<file path="config.mk">
export PLATFORM = sky130hd
export DESIGN_NAME = usl_core
export DESIGN_NICKNAME = d
export VERILOG_FILES = /design/src/usl_pkg.sv /design/src/usl_core.sv
export SDC_FILE = /design/constraint.sdc
export NUM_CORES = 1
export LEC_CHECK = 0
export BUFFER_PORTS_ARGS = -buffer_cell sky130_fd_sc_hd__buf_4
export CAP_MARGIN = 20
export CORE_UTILIZATION = 50
export CTS_BUF_LIST = sky130_fd_sc_hd__clkbuf_16
export DETAILED_ROUTE_END_ITERATION = 7
export PLACE_DENSITY_LB_ADDON = 0.15
export SLEW_MARGIN = 20
export SYNTH_ARGS = -nofsm -noshare
export SYNTH_HDL_FRONTEND = slang
export SYNTH_SLANG_ARGS = --single-unit
</file>
<file path="constraint.sdc">
create_clock -name clk -period 4.5 [get_ports clk]
set_input_delay 0.45 -clock clk [delete_from_list [all_inputs] [get_ports clk]]
set_output_delay 0.45 -clock clk [all_outputs]
set_load 0.01 [all_outputs]
</file>
<file path="src/usl_pkg.sv">
// constants, types and register map of the serial status and line control block
package usl_pkg;

  localparam logic [2:0] ADDR_STATUS = 3'h0;
  localparam logic [2:0] ADDR_CTRL_ONE = 3'h1;
  localparam logic [2:0] ADDR_CTRL_TWO = 3'h2;
  localparam logic [2:0] ADDR_CTRL_THREE = 3'h3;
  localparam logic [2:0] ADDR_DATA = 3'h4;
  localparam logic [2:0] ADDR_BAUD_HI = 3'h5;
  localparam logic [2:0] ADDR_BAUD_LO = 3'h6;
  localparam logic [2:0] ADDR_RX_COUNT = 3'h7;

  localparam logic [7:0] STATUS_RESET = 8'h0b;
  localparam logic [15:0] BAUD_DIV_RESET = 16'h0000;
  localparam logic [15:0] BAUD_DIV_MIN = 16'h0010;
  localparam logic [3:0] TX_STOP_BITS = 4'h2;
  localparam logic [3:0] BREAK_BITS = 4'hd;
  localparam logic [2:0] RX_FIFO_DEPTH = 3'h4;
  localparam logic [3:0] BITS_SHORT = 4'h8;
  localparam logic [3:0] BITS_LONG = 4'h9;

  localparam int ENTRY_PARITY_ERROR_FLAG = 11;
  localparam int ENTRY_NF = 10;
  localparam int ENTRY_FRAMING_ERROR_FLAG = 9;

  localparam logic [1:0] PAR_EVEN = 2'h0;
  localparam logic [1:0] PAR_ODD = 2'h1;
  localparam logic [1:0] PAR_MARK = 2'h2;

  typedef enum logic [1:0] {
    RX_IDLE = 2'b00,
    RX_START = 2'b01,
    RX_DATA = 2'b11,
    RX_STOP = 2'b10
  } usl_rx_state_t;

  typedef enum logic [2:0] {
    TX_IDLE = 3'b000,
    TX_START = 3'b001,
    TX_DATA = 3'b011,
    TX_STOP = 3'b010,
    TX_BREAK = 3'b110
  } usl_tx_state_t;

endpackage : usl_pkg

</file>
<file path="src/usl_core.sv">
// serial transceiver with status flags, line control and register port
//
// The implementer's own choices: the address map and strobed register access.
`timescale 1ns/1ps
`default_nettype none
module usl_core
  import usl_pkg::*;
(
  input wire logic clk,
  input wire logic rst,
  input wire logic [2:0] addr,
  input wire logic [7:0] wdata,
  input wire logic wr,
  input wire logic rd,
  output logic [7:0] rdata,
  output logic tx_out,
  output logic tx_oe,
  input wire logic rxtx_in,
  output logic rxtx_out,
  output logic rxtx_oe,
  output logic rx_irq
);

  typedef struct packed {
    logic global_enable;
    logic data_length_select;
    logic parity_enable;
    logic [1:0] parity_type;
    logic break_request;
    logic transmit_ninth_bit;
    logic transmitter_enable;
    logic receiver_enable;
    logic receiver_stop_count;
    logic receiver_interrupt_enable;
    logic single_wire_select;
    logic [15:0] baud_div;
    logic parity_error_flag;
    logic noise_flag;
    logic framing_error_flag;
    logic overrun_flag;
    logic receive_available_flag;
    logic transmitter_idle_flag;
    logic transmit_empty_flag;
    logic arm_err;
    logic arm_rxav;
    logic arm_transmitter_idle_flag;
    logic arm_tempty;
    logic [3:0][11:0] fifo;
    logic [1:0] rd_ptr;
    logic [2:0] count;
    logic [7:0] rdata;
    logic [8:0] tx_buf;
    logic tx_full;
    usl_tx_state_t tx_state;
    logic [15:0] tx_cnt;
    logic [3:0] tx_bit;
    logic [8:0] tx_shift;
    logic tx_line;
    usl_rx_state_t rx_state;
    logic [15:0] rx_cnt;
    logic [3:0] rx_bit;
    logic [8:0] rx_shift;
    logic rx_prev;
    logic rx_noise;
    logic rx_framing_error_flag;
  } usl_state_t;

  usl_state_t s;
  usl_state_t next_s;

  // parity value for the bit that replaces the top data bit
  function automatic logic par_bit(input logic [8:0] d, input logic long, input logic [1:0] ptype);
    logic [8:0] m;
    m = long ? {1'b0, d[7:0]} : {2'b00, d[6:0]};
    unique case (ptype)
      PAR_EVEN: par_bit = ^m;
      PAR_ODD: par_bit = ~(^m);
      PAR_MARK: par_bit = 1'b1;
      default: par_bit = 1'b0;
    endcase
  endfunction : par_bit

  function automatic logic [7:0] status_byte(input usl_state_t t);
    status_byte = {t.parity_error_flag, t.noise_flag, t.framing_error_flag, t.overrun_flag,
                   t.rx_state == RX_IDLE, t.receive_available_flag, t.transmitter_idle_flag,
                   t.transmit_empty_flag};
  endfunction : status_byte

  logic [15:0] bit_len;
  logic [15:0] half_len;
  logic [3:0] nbits;
  logic tx_run;
  logic rx_run;
  logic load_ev;
  logic push_ev;
  logic data_wr;
  logic data_rd;
  logic [8:0] word;
  logic [11:0] entry;
  logic [1:0] wr_ptr;

  // small divisors are clamped so the mid-bit sample point always exists
  assign bit_len = (s.baud_div < BAUD_DIV_MIN) ? BAUD_DIV_MIN : s.baud_div;
  assign half_len = {1'b0, bit_len[15:1]};
  assign nbits = s.data_length_select ? BITS_LONG : BITS_SHORT;
  assign tx_run = s.global_enable & s.transmitter_enable;
  assign rx_run = s.global_enable & s.receiver_enable;
  assign data_wr = wr & (addr == ADDR_DATA);
  assign data_rd = rd & (addr == ADDR_DATA);

  always_comb begin
    next_s = s;
    next_s.rdata = 8'h00;
    load_ev = 1'b0;
    push_ev = 1'b0;
    word = 9'h000;
    entry = 12'h000;
    wr_ptr = 2'h0;
    next_s.rx_prev = rxtx_in;

    // transmit engine
    if (!tx_run) begin
      next_s.tx_state = TX_IDLE;
      next_s.tx_full = 1'b0;
      next_s.tx_cnt = 16'h0000;
      next_s.tx_line = 1'b1;
    end else begin
      unique case (s.tx_state)
        TX_IDLE: begin
          next_s.tx_cnt = 16'h0000;
          next_s.tx_line = 1'b1;
          if (s.tx_full) begin
            word = {s.transmit_ninth_bit & s.data_length_select, s.tx_buf[7:0]};
            if (s.parity_enable && s.data_length_select) begin
              word[8] = par_bit(word, 1'b1, s.parity_type);
            end else if (s.parity_enable) begin
              word[7] = par_bit(word, 1'b0, s.parity_type);
            end
            next_s.tx_shift = word;
            next_s.tx_full = 1'b0;
            next_s.tx_state = TX_START;
            next_s.tx_line = 1'b0;
            load_ev = 1'b1;
          end else if (s.break_request) begin
            next_s.tx_state = TX_BREAK;
            next_s.tx_bit = 4'h0;
            next_s.tx_line = 1'b0;
          end
        end
        TX_START: begin
          next_s.tx_cnt = s.tx_cnt + 16'h0001;
          if (s.tx_cnt == bit_len - 16'h0001) begin
            next_s.tx_cnt = 16'h0000;
            next_s.tx_bit = 4'h0;
            next_s.tx_state = TX_DATA;
            next_s.tx_line = s.tx_shift[0];
          end
        end
        TX_DATA: begin
          next_s.tx_cnt = s.tx_cnt + 16'h0001;
          if (s.tx_cnt == bit_len - 16'h0001) begin
            next_s.tx_cnt = 16'h0000;
            next_s.tx_shift = {1'b0, s.tx_shift[8:1]};
            next_s.tx_bit = s.tx_bit + 4'h1;
            next_s.tx_line = s.tx_shift[1];
            if (s.tx_bit == nbits - 4'h1) begin
              next_s.tx_state = TX_STOP;
              next_s.tx_bit = 4'h0;
              next_s.tx_line = 1'b1;
            end
          end
        end
        TX_STOP: begin
          next_s.tx_cnt = s.tx_cnt + 16'h0001;
          if (s.tx_cnt == bit_len - 16'h0001) begin
            next_s.tx_cnt = 16'h0000;
            next_s.tx_bit = s.tx_bit + 4'h1;
            if (s.tx_bit == TX_STOP_BITS - 4'h1) begin
              next_s.tx_state = TX_IDLE;
            end
          end
        end
        TX_BREAK: begin
          next_s.tx_line = 1'b0;
          next_s.tx_cnt = s.tx_cnt + 16'h0001;
          if (s.tx_cnt == bit_len - 16'h0001) begin
            next_s.tx_cnt = 16'h0000;
            if (s.tx_bit != BREAK_BITS) begin
              next_s.tx_bit = s.tx_bit + 4'h1;
            end else if (!s.break_request) begin
              next_s.tx_state = TX_IDLE;
              next_s.tx_line = 1'b1;
            end
          end
        end
      endcase
    end

    // register port; status is never written
    if (rd) begin
      unique case (addr)
        ADDR_STATUS: begin
          next_s.rdata = status_byte(s);
          next_s.arm_err = s.parity_error_flag | s.noise_flag | s.framing_error_flag | s.overrun_flag;
          next_s.arm_rxav = s.receive_available_flag;
          next_s.arm_transmitter_idle_flag = s.transmitter_idle_flag;
          next_s.arm_tempty = s.transmit_empty_flag;
        end
        ADDR_CTRL_ONE: begin
          // transmit ninth bit reads zero
          next_s.rdata = {s.global_enable, s.data_length_select, s.parity_enable, s.parity_type,
                          s.break_request, s.fifo[s.rd_ptr][8] & (s.count != 3'h0), 1'b0};
        end
        ADDR_CTRL_TWO: begin
          next_s.rdata = {s.transmitter_enable, s.receiver_enable, s.receiver_stop_count, 2'b00,
                          s.receiver_interrupt_enable, 2'b00};
        end
        ADDR_CTRL_THREE: next_s.rdata = {7'h00, s.single_wire_select};
        ADDR_DATA: begin
          next_s.rdata = s.fifo[s.rd_ptr][7:0];
          if (s.count != 3'h0) begin
            next_s.rd_ptr = s.rd_ptr + 2'h1;
            next_s.count = s.count - 3'h1;
          end
          if (s.arm_err) begin
            next_s.parity_error_flag = 1'b0;
            next_s.noise_flag = 1'b0;
            next_s.framing_error_flag = 1'b0;
            next_s.overrun_flag = 1'b0;
          end
          if (s.arm_rxav && next_s.count == 3'h0) begin
            next_s.receive_available_flag = 1'b0;
          end
          next_s.arm_err = 1'b0;
          next_s.arm_rxav = 1'b0;
        end
        ADDR_BAUD_HI: next_s.rdata = s.baud_div[15:8];
        ADDR_BAUD_LO: next_s.rdata = s.baud_div[7:0];
        ADDR_RX_COUNT: next_s.rdata = {5'h00, s.count};
      endcase
    end

    if (wr) begin
      unique case (addr)
        ADDR_CTRL_ONE: begin
          next_s.global_enable = wdata[7];
          next_s.data_length_select = wdata[6];
          next_s.parity_enable = wdata[5];
          next_s.parity_type = wdata[4:3];
          next_s.break_request = wdata[2];
          next_s.transmit_ninth_bit = wdata[0];
        end
        ADDR_CTRL_TWO: begin
          next_s.transmitter_enable = wdata[7];
          next_s.receiver_enable = wdata[6];
          next_s.receiver_stop_count = wdata[5];
          next_s.receiver_interrupt_enable = wdata[2];
          if (wdata[7] && !s.transmitter_enable) begin
            next_s.transmit_empty_flag = 1'b1;
          end
        end
        ADDR_CTRL_THREE: next_s.single_wire_select = wdata[0];
        ADDR_DATA: begin
          if (tx_run) begin
            next_s.tx_buf = {1'b0, wdata};
            next_s.tx_full = 1'b1;
          end
          if (s.arm_tempty) begin
            next_s.transmit_empty_flag = 1'b0;
          end
          if (s.arm_transmitter_idle_flag) begin
            next_s.transmitter_idle_flag = 1'b0;
          end
          if (s.arm_err) begin
            next_s.parity_error_flag = 1'b0;
            next_s.noise_flag = 1'b0;
            next_s.framing_error_flag = 1'b0;
            next_s.overrun_flag = 1'b0;
          end
          next_s.arm_tempty = 1'b0;
          next_s.arm_transmitter_idle_flag = 1'b0;
          next_s.arm_err = 1'b0;
        end
        ADDR_BAUD_HI: next_s.baud_div[15:8] = wdata;
        ADDR_BAUD_LO: next_s.baud_div[7:0] = wdata;
        default: ;
      endcase
    end

    // hardware sets come after the software clears so a coincident event wins, except the idle set, which a data write blocks
    if (load_ev) begin
      next_s.transmit_empty_flag = 1'b1;
    end
    if (tx_run && s.tx_state == TX_IDLE && !s.tx_full && !s.break_request && !data_wr) begin
      next_s.transmitter_idle_flag = 1'b1;
    end

    // receive engine
    if (!rx_run) begin
      next_s.rx_state = RX_IDLE;
      next_s.rx_cnt = 16'h0000;
      next_s.count = 3'h0;
    end else begin
      unique case (s.rx_state)
        RX_IDLE: begin
          next_s.rx_cnt = 16'h0000;
          if (!rxtx_in) begin
            next_s.rx_state = RX_START;
            next_s.rx_noise = 1'b0;
            next_s.rx_framing_error_flag = 1'b0;
          end
        end
        RX_START: begin
          next_s.rx_cnt = s.rx_cnt + 16'h0001;
          if (s.rx_cnt == half_len) begin
            next_s.rx_cnt = 16'h0000;
            next_s.rx_bit = 4'h0;
            // a glitch shorter than half a bit is not a start
            next_s.rx_state = rxtx_in ? RX_IDLE : RX_DATA;
          end
        end
        RX_DATA: begin
          next_s.rx_cnt = s.rx_cnt + 16'h0001;
          if (s.rx_cnt == bit_len - 16'h0001) begin
            next_s.rx_cnt = 16'h0000;
            next_s.rx_shift = {rxtx_in, s.rx_shift[8:1]};
            next_s.rx_noise = s.rx_noise | (rxtx_in != s.rx_prev);
            next_s.rx_bit = s.rx_bit + 4'h1;
            if (s.rx_bit == nbits - 4'h1) begin
              next_s.rx_state = RX_STOP;
              next_s.rx_bit = 4'h0;
            end
          end
        end
        RX_STOP: begin
          next_s.rx_cnt = s.rx_cnt + 16'h0001;
          if (s.rx_cnt == bit_len - 16'h0001) begin
            next_s.rx_cnt = 16'h0000;
            next_s.rx_framing_error_flag = s.rx_framing_error_flag | !rxtx_in;
            next_s.rx_noise = s.rx_noise | (rxtx_in != s.rx_prev);
            if (s.receiver_stop_count && s.rx_bit == 4'h0) begin
              next_s.rx_bit = 4'h1;
            end else begin
              next_s.rx_state = RX_IDLE;
              push_ev = 1'b1;
            end
          end
        end
      endcase
    end

    if (push_ev) begin
      word = s.data_length_select ? s.rx_shift : {1'b0, s.rx_shift[8:1]};
      entry = {1'b0, next_s.rx_noise, next_s.rx_framing_error_flag, word};
      if (s.parity_enable && s.data_length_select) begin
        entry[ENTRY_PARITY_ERROR_FLAG] = word[8] != par_bit(word, 1'b1, s.parity_type);
        entry[8] = 1'b0;
      end else if (s.parity_enable) begin
        entry[ENTRY_PARITY_ERROR_FLAG] = word[7] != par_bit(word, 1'b0, s.parity_type);
        entry[7] = 1'b0;
      end
      wr_ptr = next_s.rd_ptr + next_s.count[1:0];
      if (s.overrun_flag) begin
        // word dropped while overrun stands
      end else if (next_s.count == RX_FIFO_DEPTH) begin
        next_s.overrun_flag = 1'b1;
      end else begin
        next_s.fifo[wr_ptr] = entry;
        next_s.count = next_s.count + 3'h1;
        next_s.receive_available_flag = 1'b1;
        next_s.parity_error_flag = next_s.parity_error_flag | entry[ENTRY_PARITY_ERROR_FLAG];
        next_s.noise_flag = next_s.noise_flag | entry[ENTRY_NF];
        next_s.framing_error_flag = next_s.framing_error_flag | entry[ENTRY_FRAMING_ERROR_FLAG];
      end
    end

    // disabled unit: configuration other than enables and break survives
    if (!next_s.global_enable) begin
      next_s.transmitter_enable = 1'b0;
      next_s.receiver_enable = 1'b0;
      next_s.break_request = 1'b0;
      next_s.receive_available_flag = 1'b0;
      next_s.overrun_flag = 1'b0;
      next_s.framing_error_flag = 1'b0;
      next_s.parity_error_flag = 1'b0;
      next_s.noise_flag = 1'b0;
      next_s.count = 3'h0;
      next_s.tx_full = 1'b0;
      next_s.transmitter_idle_flag = 1'b1;
      next_s.transmit_empty_flag = 1'b1;
      next_s.tx_state = TX_IDLE;
      next_s.rx_state = RX_IDLE;
      next_s.tx_cnt = 16'h0000;
      next_s.rx_cnt = 16'h0000;
      next_s.tx_line = 1'b1;
    end
  end

  always_ff @(posedge clk) begin
    if (rst) begin
      s <= '0;
      s.baud_div <= BAUD_DIV_RESET;
      s.receive_available_flag <= STATUS_RESET[2];
      s.transmitter_idle_flag <= STATUS_RESET[1];
      s.transmit_empty_flag <= STATUS_RESET[0];
      s.tx_state <= TX_IDLE;
      s.rx_state <= RX_IDLE;
      s.tx_line <= 1'b1;
      s.rx_prev <= 1'b1;
    end else begin
      s <= next_s;
    end
  end

  assign rdata = s.rdata;
  assign tx_out = s.tx_line;
  assign tx_oe = tx_run;
  assign rxtx_out = s.tx_line;
  // receive has priority on the shared wire
  assign rxtx_oe = tx_run & s.single_wire_select & ~s.receiver_enable;
  assign rx_irq = s.receiver_interrupt_enable & (s.receive_available_flag | s.overrun_flag);

endmodule : usl_core
`default_nettype wire

</file>
==> results of run 1 <==
==> cells by family after synthesis <==
family	Yosys count	share of synthesized area
and+or+nand+nor	545	0.2718
AOI/OAI and AO/OA	256	0.1747
DFF	164	0.3290
buffers and inverters	134	0.05692
xor gates and xnor gates	91	0.07986
muxes	60	0.07272
adders and majority gates	12	0.01504
==> how the worst max path moves through the flow <==
stage	end	from	slack (ns)
after floorplan	s[16]	s[162]	0.05
after global placement	s[107]	s[160]	0.26
after detailed placement	s[26]	s[160]	0.06
after CTS	s[26]	s[160]	0.03
after global routing	s[148]	s[160]	0.09
final	s[26]	s[160]	0.29
==> power by group through the flow <==
stage	clock [mW]	combinational (mW)	sequential, mW
after detailed placement	0	0.330	1.50
final	1.48	0.340	1.47
after floorplan	0	0.217	1.50
after global routing	1.57	0.365	1.47
after global placement	0	0.331	1.50
after CTS	1.51	0.332	1.47
==> state kept, by name, summed over array words and instances (netlist names) <==
register and count:
s 155, rdata 8, rxtx_out 1
==> area by class of cell <==
type                            instances  area, um^2  area share
Multi-Input combinational cell        964        6146      0.5536
Sequential cell                       164        3283      0.2957
Timing Repair Buffer                   81       620.6     0.05590
Clock buffer                           17       425.4     0.03832
Tap cell                              265       331.6     0.02987
Clock inverter                         15       182.7     0.01645
Inverter                               30       112.6     0.01014
==> cells in the final DEF, fill, tap and decap left out, drive strengths merged, types with 10 or more instances in the layout <==
cell | Yosys | routed
nand3 | 46 | 46
nand4 | 25 | 25
and2 | 13 | 13
a211oi | 12 | 12
a21oi | 75 | 75
xnor2 | 56 | 56
clkbuf | 68 | 17
nor2 | 131 | 131
a31o | 16 | 16
mux2i | 41 | 41
xor2 | 35 | 35
ha | 12 | 12
inv | 30 | 37
and3 | 16 | 16
nor3 | 38 | 38
nand2b | 17 | 17
or3 | 15 | 15
buf | 36 | 81
or4 | 10 | 10
nand2 | 159 | 159
dfxtp | 164 | 164
mux2 | 10 | 10
o21ai | 41 | 41
nor4 | 38 | 38
==> routing by layer <==
layer  GRT usage  wire length [um]  vias to the layer above
met5           0                 0                        -
met4      0.1405              1168                        0
met3     0.04997              1680                       82
met2      0.4796             13720                      324
met1      0.3958             12910                     4422
li1            -                 -                     4507
==> critical path, stage by stage (launching register included) <==
cell	delay [ns]
dfxtp_1	0.32
or4_1	0.56
o41ai_2	0.30
ha_2	0.32
nor3b_2	0.29
buf_4	0.21
nand2_1	0.09
or3_1	0.38
a22oi_1	0.18
or4bb_1	0.62
o41ai_1	0.39
a211o_2	0.23
buf_12	0.14
nor2_1	0.05
==> what timing repair did <==
action | 4_1_cts | 5_1_grt
setup endpoints to repair | 0 | 38
gates resized for setup | 0 | 4
hold buffers | 0 | 0
setup buffers | 0 | 2
endpoints found under the hold margin | 0 | 0
==> impl_results.md, run 1 <==
- Worst-path fanout max: 16
- Crit path launch type: flip-flop
- Final Cycle Share: 0.9361
- Final nets: 1286
- Final wirelength: 29480 um
- Clock insertion delay at the later pin of the skew report: 0.44 ns
- Clk slew on worst S/H paths: 0.08 ns
- GPL Wtd Cong: 1.011
- Placed Cells: 1502
- Clock Sink Count: 164
- Main synth FF type: dfxtp_1
- Initial Utilization: 0.5111
- Flop2flop setup slack: 0.29 ns
- Max-Cap Viols: 0
- Asr flop ratio synth: 0
- Most common cell in the netlist: dfxtp_1
- Yosys top cell area share: 0.3290
- Layout Cells excl Fill: 1536
- Post-route cell area: 11100 um^2
- IO Port Bufs: 28
- Fin crit period: 4.212 ns
- Net Sw Frac: 0.2885
- Commonest cells post-synth: dfxtp_1 (164), nand2_1 (159), nor2_1 (131)
- PwrDens: 296.4 nW/um^2
- Sequential share of power: 0.445
- Routed length per instance: 19.19 um
- Kind of critical path: flip-flop to flip-flop
- Max frequency: 237.4 MHz
- Post-route setup TNS: 0 ns
- Syn_nets: 1290
- R2r endpoint: s[26]
- CTS Buf Count: 17
- CTS tree: built
- Top cells by area in the synthesized netlist: dfxtp_1 (33%), nand2_1 (6.0%), nor2_1 (4.9%), xnor2_1 (4.9%), mux2i_1 (4.1%)
- Core ar.: 19530 um^2
- EDFF count, synth: 0
- Pin count of the biggest net entering global routing: 64
- Hold path endpoint: s[2]
- DRT antenna net count: 0
- Worst r2r src: s[160]
- First-pass GRT wire length: 47470 um
- Die height: 143.3 um
- Max clock buf depth: 2
- Antenna violations before repair: 0
- Worst Hold Class: input pin to flip-flop
- # fillers: 1888
- Mapped Area: 9980 um^2
- Netlist cell types: 82
- P_sw: 949.3 uW
- Via count: 9335
- Top Ports: 29
- Placement Rows: 51
- Hold Path Stages: 2
- # diodes: 0
- Area Overhead vs Synth: 11.25%
- Drt first-iter violations: 770
- Final Util: 0.5686
- Pre-CTS setup slack: 0.06267 ns
- Synth Register Bits: 164
- Setup crit end kind: flip-flop
- Htree depth: 4
- Slew Limit Headroom: 0.3151
- Finish-stage setup viols: 0
- Synth Warn #: 0
- Clock Root Buffer: clkbuf_16
- Int Power: 2.341 mW
- Setup ws final: 0.2876 ns
- Avg Cell Area, Syn: 7.908 um^2
- Gate power share: 0.103
- Die width: 143.3 um
- Synth Instances: 1262
- Pre-antenna DRT Iters: 7
- R2r worst-path depth: 13
- Critical path data required time: 4.82 ns
- RSZ-0062 raised after global routing: false
- Gr usage total: 0.3007
- Final Max Tran Viols: 0
- Design Power: 3.290 mW
- Outcome: finished clean
- Area after DPL: 10450 um^2
- Post-DP HPWL: 21380 um
- Layout cells sized above 1: 0.1275
- Maximum VDD drop: 0.0002329 V
- Final Hold Vio Count: 0
- Hold wc startpoint: rxtx_in
- Remaining DRCs: 0
- Fin Hold WS: 0.2866 ns
- Die ar.: 20530 um^2
- Post-synthesis sequential area ratio: 0.3290
- Worst Skew: 0.01376 ns
- Clk pwr share: 0.451
- Avg Vias per Cell: 6.077
- LEAKAGE: 4.102 nW
- Top cell type by total area after synthesis: dfxtp_1
- Tightest Pin Transition: 1.001 ns
- Worst path arrival time: 4.54 ns
- Total gr overflow: 0
- Vias in the first global route: 8699
Note: power is estimated with default switching activity, not from simulation.
==> run 2: changes to the inputs <==
- PLACE_DENSITY: not set -> 0.69
- PLACE_DENSITY_LB_ADDON: 0.15 -> not set
==> run 2 against run 1 <==
Net effect:
- worst setup slack got worse by 0.017 ns
- count of clock-buffer cells in the layout did not move
- hold slack got worse by 0.0066 ns
- non-clock buffer count fell by 4
- utilization barely moved
- global-route usage fell by 1.3 points
- first-iteration DRC count rose by 22%
- combinational power fell by 2%
- critical path type unchanged
- highest routed layer unchanged
==> impl_results.md, run 2 (same netlist as run 1, synthesis figures left out) <==
- Max clock buf depth: 2
- Most frequent cells in the layout: dfxtp_1 (164), nand2_1 (159), nor2_1 (131), buf_4 (76), a21oi_1 (75)
- Final nets: 1282
- Final wirelength: 28500 um
- Antenna violations before repair: 0
- PwrDens: 296.9 nW/um^2
- Htree depth: 4
- Worst-path fanout max: 16
- Post-route cell area: 11090 um^2
- Critical path data required time: 4.81 ns
- Initial Utilization: 0.5111
- Remaining DRCs: 0
- Drt first-iter violations: 938
- Commonest non-fill, non-tap cell in the layout: dfxtp_1
- Gr usage total: 0.2877
- LEAKAGE: 4.084 nW
- Max-Cap Viols: 0
- Die width: 143.3 um
- Worst Skew: 0.01708 ns
- Area Overhead vs Synth: 11.16%
- Die height: 143.3 um
- Kind of critical path: flip-flop to flip-flop
- Final Max Tran Viols: 0
- Worst Hold Class: input pin to flip-flop
- # fillers: 1837
- Final Cycle Share: 0.9398
- Vias in the first global route: 8536
- Pre-antenna DRT Iters: 8
- Clock insertion delay at the later pin of the skew report: 0.44 ns
- Setup crit end kind: flip-flop
- Avg Vias per Cell: 6.117
- Die ar.: 20530 um^2
- Pre-CTS setup slack: 0.05057 ns
- Maximum VDD drop: 0.0002207 V
- Max frequency: 236.5 MHz
- Layout cells sized above 1: 0.1247
- Core ar.: 19530 um^2
- Tightest Pin Transition: 0.9551 ns
- Routed length per instance: 18.60 um
- Slew Limit Headroom: 0.3468
- First-pass GRT wire length: 45620 um
- Clock Root Buffer: clkbuf_16
- Fin Hold WS: 0.2799 ns
- IO Port Bufs: 28
- CTS tree: built
- Via count: 9371
- Finish-stage setup viols: 0
- GPL Wtd Cong: 1.013
- Outcome: finished clean
- Pin count of the biggest net entering global routing: 64
- Top Ports: 29
- Post-route setup TNS: 0 ns
- Final Hold Vio Count: 0
- Placement Rows: 51
- Fin crit period: 4.229 ns
- CTS Buf Count: 17
- Clock Sink Count: 164
- Largest register FFs: 155
- Setup ws final: 0.2710 ns
- Crit path launch type: flip-flop
- # diodes: 0
- Area after DPL: 10420 um^2
- DRT antenna net count: 0
- Biggest register: s
- Total gr overflow: 0
- Worst path arrival time: 4.54 ns
- RSZ-0062 raised after global routing: false
- Clk slew on worst S/H paths: 0.08 ns
- Post-DP HPWL: 20610 um
run 2: routing by layer:
metal	share of wire	track usage
met5	0	0
met4	0.038	0.1344
met3	0.072	0.05231
met2	0.46	0.4516
met1	0.43	0.3819
run 2: final cells by class:
type,instances,area (um^2),share of cell area
clock buffers,17,425.4,0.03835
clock inverters,15,197.7,0.01782
inverters,30,112.6,0.01015
multi-input cells,964,6152,0.5546
flip-flops and latches,164,3283,0.2960
well taps,265,331.6,0.02989
repair buffers,77,590.6,0.05324
run 2: through the flow:
step / instances / total power [mW] / util
after floorplan: 1262 / 1.713 / -
after global placement: 1498 / 1.822 / 0.5336
after detailed placement: 1498 / 1.821 / 0.5336
after CTS: 1530 / 3.308 / 0.5655
after global routing: 1532 / 3.409 / 0.5681
final: 1532 / 3.293 / 0.5681
run 2: worst max-delay path: stages (launching register included):
cell and delay [ns]:
dfxtp_1 0.31, or4_1 0.56, o41ai_2 0.27, ha_2 0.30, nor3b_4 0.33, buf_4 0.20, nand2_1 0.08, or3_1 0.38
a22oi_1 0.19, or4bb_1 0.65, o41ai_1 0.41, a211o_2 0.23, buf_12 0.14, nor2_1 0.04
run 2: final timing paths:
check / start / to / slack [ns] / cells past startpoint
worst max register to register: s[160] / s[16] / 0.27 / 13
worst min-delay path: rxtx_in / s[2] / 0.28 / 2
worst max-delay path: s[160] / s[16] / 0.27 / 13
worst min register to register: s[3] / s[3] / 0.46 / 2
run 2: timing repair:
action / 4_1_cts / 5_1_grt
buffers inserted: 0 / 2
endpoints found under the setup margin: 0 / 50
gates resized for setup: 0 / 5
hold buffers: 0 / 0
run 2: power breakdown:
group | total, mW | internal [mW] | leakage (nW) | switching [mW]
sequential | 1.47 | 1.46 | 1.32 | 0.00836
clock | 1.49 | 0.761 | 0.297 | 0.732
combinational | 0.334 | 0.126 | 2.47 | 0.208
total | 3.29 | 2.34 | 4.08 | 0.948
==> run 3: changes to the inputs <==
==> constraint.sdc (replaced) <==
create_clock -name clk -period 4.5 [get_ports clk]
set_input_delay 0 -clock clk [delete_from_list [all_inputs] [get_ports clk]]
set_output_delay 0 -clock clk [all_outputs]
set_load 0.01 [all_outputs]
==> run 3 against run 2 <==
Net effect:
- utilization rose by 0.48 points
- critical path depth fell by 2
- cell count rose by 0.78%
- count of clock-buffer cells in the layout did not move
- sequential power barely moved
- register-to-register slack got worse by 0.02 ns
- clock power barely moved
- die area did not move
- largest power group unchanged
- critical path type unchanged
- clock skew fell by 0.00054 ns
- cell area rose by 0.85%
==> impl_results.md, run 3 (same netlist as run 1, synthesis figures left out) <==
- Core ar.: 19530 um^2
- Initial Utilization: 0.5111
- Die ar.: 20530 um^2
- Clock insertion delay at the later pin of the skew report: 0.45 ns
- Die width: 143.3 um
- Critical path data required time: 4.84 ns
- Fin crit period: 4.251 ns
- # diodes: 0
- Die height: 143.3 um
- Post-DP HPWL: 20780 um
- Clock Sink Count: 164
- Final Hold Vio Count: 0
- Grt peak-use layer: met2
- Int Power: 2.356 mW
- Biggest register: s
- Top Ports: 29
- Slew Limit Headroom: 0.3580
- Avg Vias per Cell: 6.117
- Final wirelength: 28960 um
- Final Max Tran Viols: 0
- Via count: 9445
- PwrDens: 296.7 nW/um^2
- Worst-path fanout max: 10
- Clk pwr share: 0.455
- Max frequency: 235.3 MHz
- P_sw: 963.2 uW
- Gr usage total: 0.2916
- Kind of critical path: flip-flop to flip-flop
- CTS Buf Count: 17
- Max clock buf depth: 2
- Max-Cap Viols: 0
- Clk slew on worst S/H paths: 0.08 ns
- Worst Hold Class: input pin to flip-flop
- Layout cells sized above 1: 0.1220
- Finish-stage setup viols: 0
- Crit path launch type: flip-flop
- Maximum VDD drop: 0.0002323 V
- LEAKAGE: 4.128 nW
- Most frequent cells in the layout: dfxtp_1 (164), nand2_1 (159), nor2_1 (131), buf_4 (77), a21oi_1 (75)
- Sequential share of power: 0.441
- Net Sw Frac: 0.2902
- M2 GR Usage: 0.4706
- Tightest Pin Transition: 0.9388 ns
- IO Port Bufs: 28
- Final nets: 1294
- Setup ws final: 0.2493 ns
- Drt first-iter violations: 811
- RSZ-0062 raised after global routing: false
- Area Overhead vs Synth: 12.10%
- Worst path arrival time: 4.59 ns
- First-pass GRT wire length: 46080 um
- CTS tree: built
- Remaining DRCs: 0
- Setup crit end kind: flip-flop
- Total gr overflow: 0
- Register area: 3283 um^2
- Pin count of the biggest net entering global routing: 64
- Pre-antenna DRT Iters: 7
- Largest register FFs: 155
- Layout Cells excl Fill: 1544
- Gate power share: 0.103
- Vias in the first global route: 8566
- Outcome: finished clean
- Met1 Use GR: 0.3825
- GPL Wtd Cong: 1.058
- Placement Rows: 51
- Antenna violations before repair: 0
- Worst Skew: 0.01654 ns
- Area of the multi-input gates: 6142 um^2
- Placed Cells: 1499
- Final Cycle Share: 0.9446
- Post-route setup TNS: 0 ns
- Routed length per instance: 18.76 um
- Met3 usage: 0.04460
- Pre-CTS setup slack: 0.08767 ns
- Commonest non-fill, non-tap cell in the layout: dfxtp_1
- Htree depth: 4
- Clock Root Buffer: clkbuf_16
- # fillers: 1863
- DRT antenna net count: 0
## run 3: cell types whose count changed in the layout (fill, tap and decap cells not counted), sizes merged
| cell | change |
|---|---|
| inv | +4 |
| clkinvlp | -1 |
| clkinv | -3 |
| dlygate4sd3 | +12 |
## run 3: path summary, 6_finish.rpt
path         cells past startpoint      to  startpoint  slack (ns)
max                             11  s[117]      s[160]        0.25
min                              4  s[165]     addr[1]        0.05
max reg2reg                     11  s[117]      s[160]        0.25
min reg2reg                      2    s[3]        s[3]        0.46
## run 3: repair_timing
| item | 4_1_cts | 5_1_grt |
|---|---|---|
| endpoints found under the hold margin | 43 | 0 |
| gates resized for setup | 0 | 3 |
| hold buffers | 12 | 0 |
| setup endpoints to repair | 0 | 54 |
| buffers inserted | 0 | 1 |
## run 3: per-stage QoR
| stage | cell area [um^2] | total power [mW] | utilization | hold slack [ns] |
|---|---|---|---|---|
| 2_1_floorplan | 9980 | 1.713 | - | 0.1360 |
| 3_3_place_gp | 10430 | 1.823 | 0.5340 | 0.2762 |
| 3_5_place_dp | 10430 | 1.823 | 0.5340 | 0.2750 |
| 4_1_cts | 11170 | 3.339 | 0.5718 | 0.02177 |
| 5_1_grt | 11190 | 3.424 | 0.5729 | 0.08435 |
| 6_report | 11190 | 3.320 | 0.5729 | 0.04645 |
## run 3: routing by layer
metal	routed length [um]	part of all wire	vias to the layer above
li1	-	-	4529
met1	12760	0.44	4503
met2	13400	0.46	347
met3	1791	0.062	66
met4	1016	0.035	0
met5	0	0	-
## run 3: power by group through the flow
| stage | sequential, mW | clock (mW) | combinational, mW |
|---|---|---|---|
| floorplan | 1.50 | 0 | 0.217 |
| global route | 1.47 | 1.59 | 0.366 |
| CTS | 1.47 | 1.54 | 0.335 |
| detailed placement | 1.50 | 0 | 0.324 |
| finish | 1.47 | 1.51 | 0.342 |
| global placement | 1.50 | 0 | 0.324 |
## run 3: critical path, stage by stage (launching register included)
cell     delay (ns)
dfxtp_1        0.31
or4_1          0.55
o41ai_1        0.38
ha_1           0.27
or3b_1         0.37
o41a_1         0.33
a31oi_2        0.20
xnor2_1        0.15
nor4_4         0.34
nand3_2        0.32
or3_1          0.61
a31o_2         0.31
## run 3: cell type report
class | count | area share
Clock buffer | 17 | 0.03803
Multi-Input combinational cell | 964 | 0.5490
Sequential cell | 164 | 0.2935
Clock inverter | 15 | 0.01734
Timing Repair Buffer | 89 | 0.06241
Inverter | 30 | 0.01007
Tap cell | 265 | 0.02964
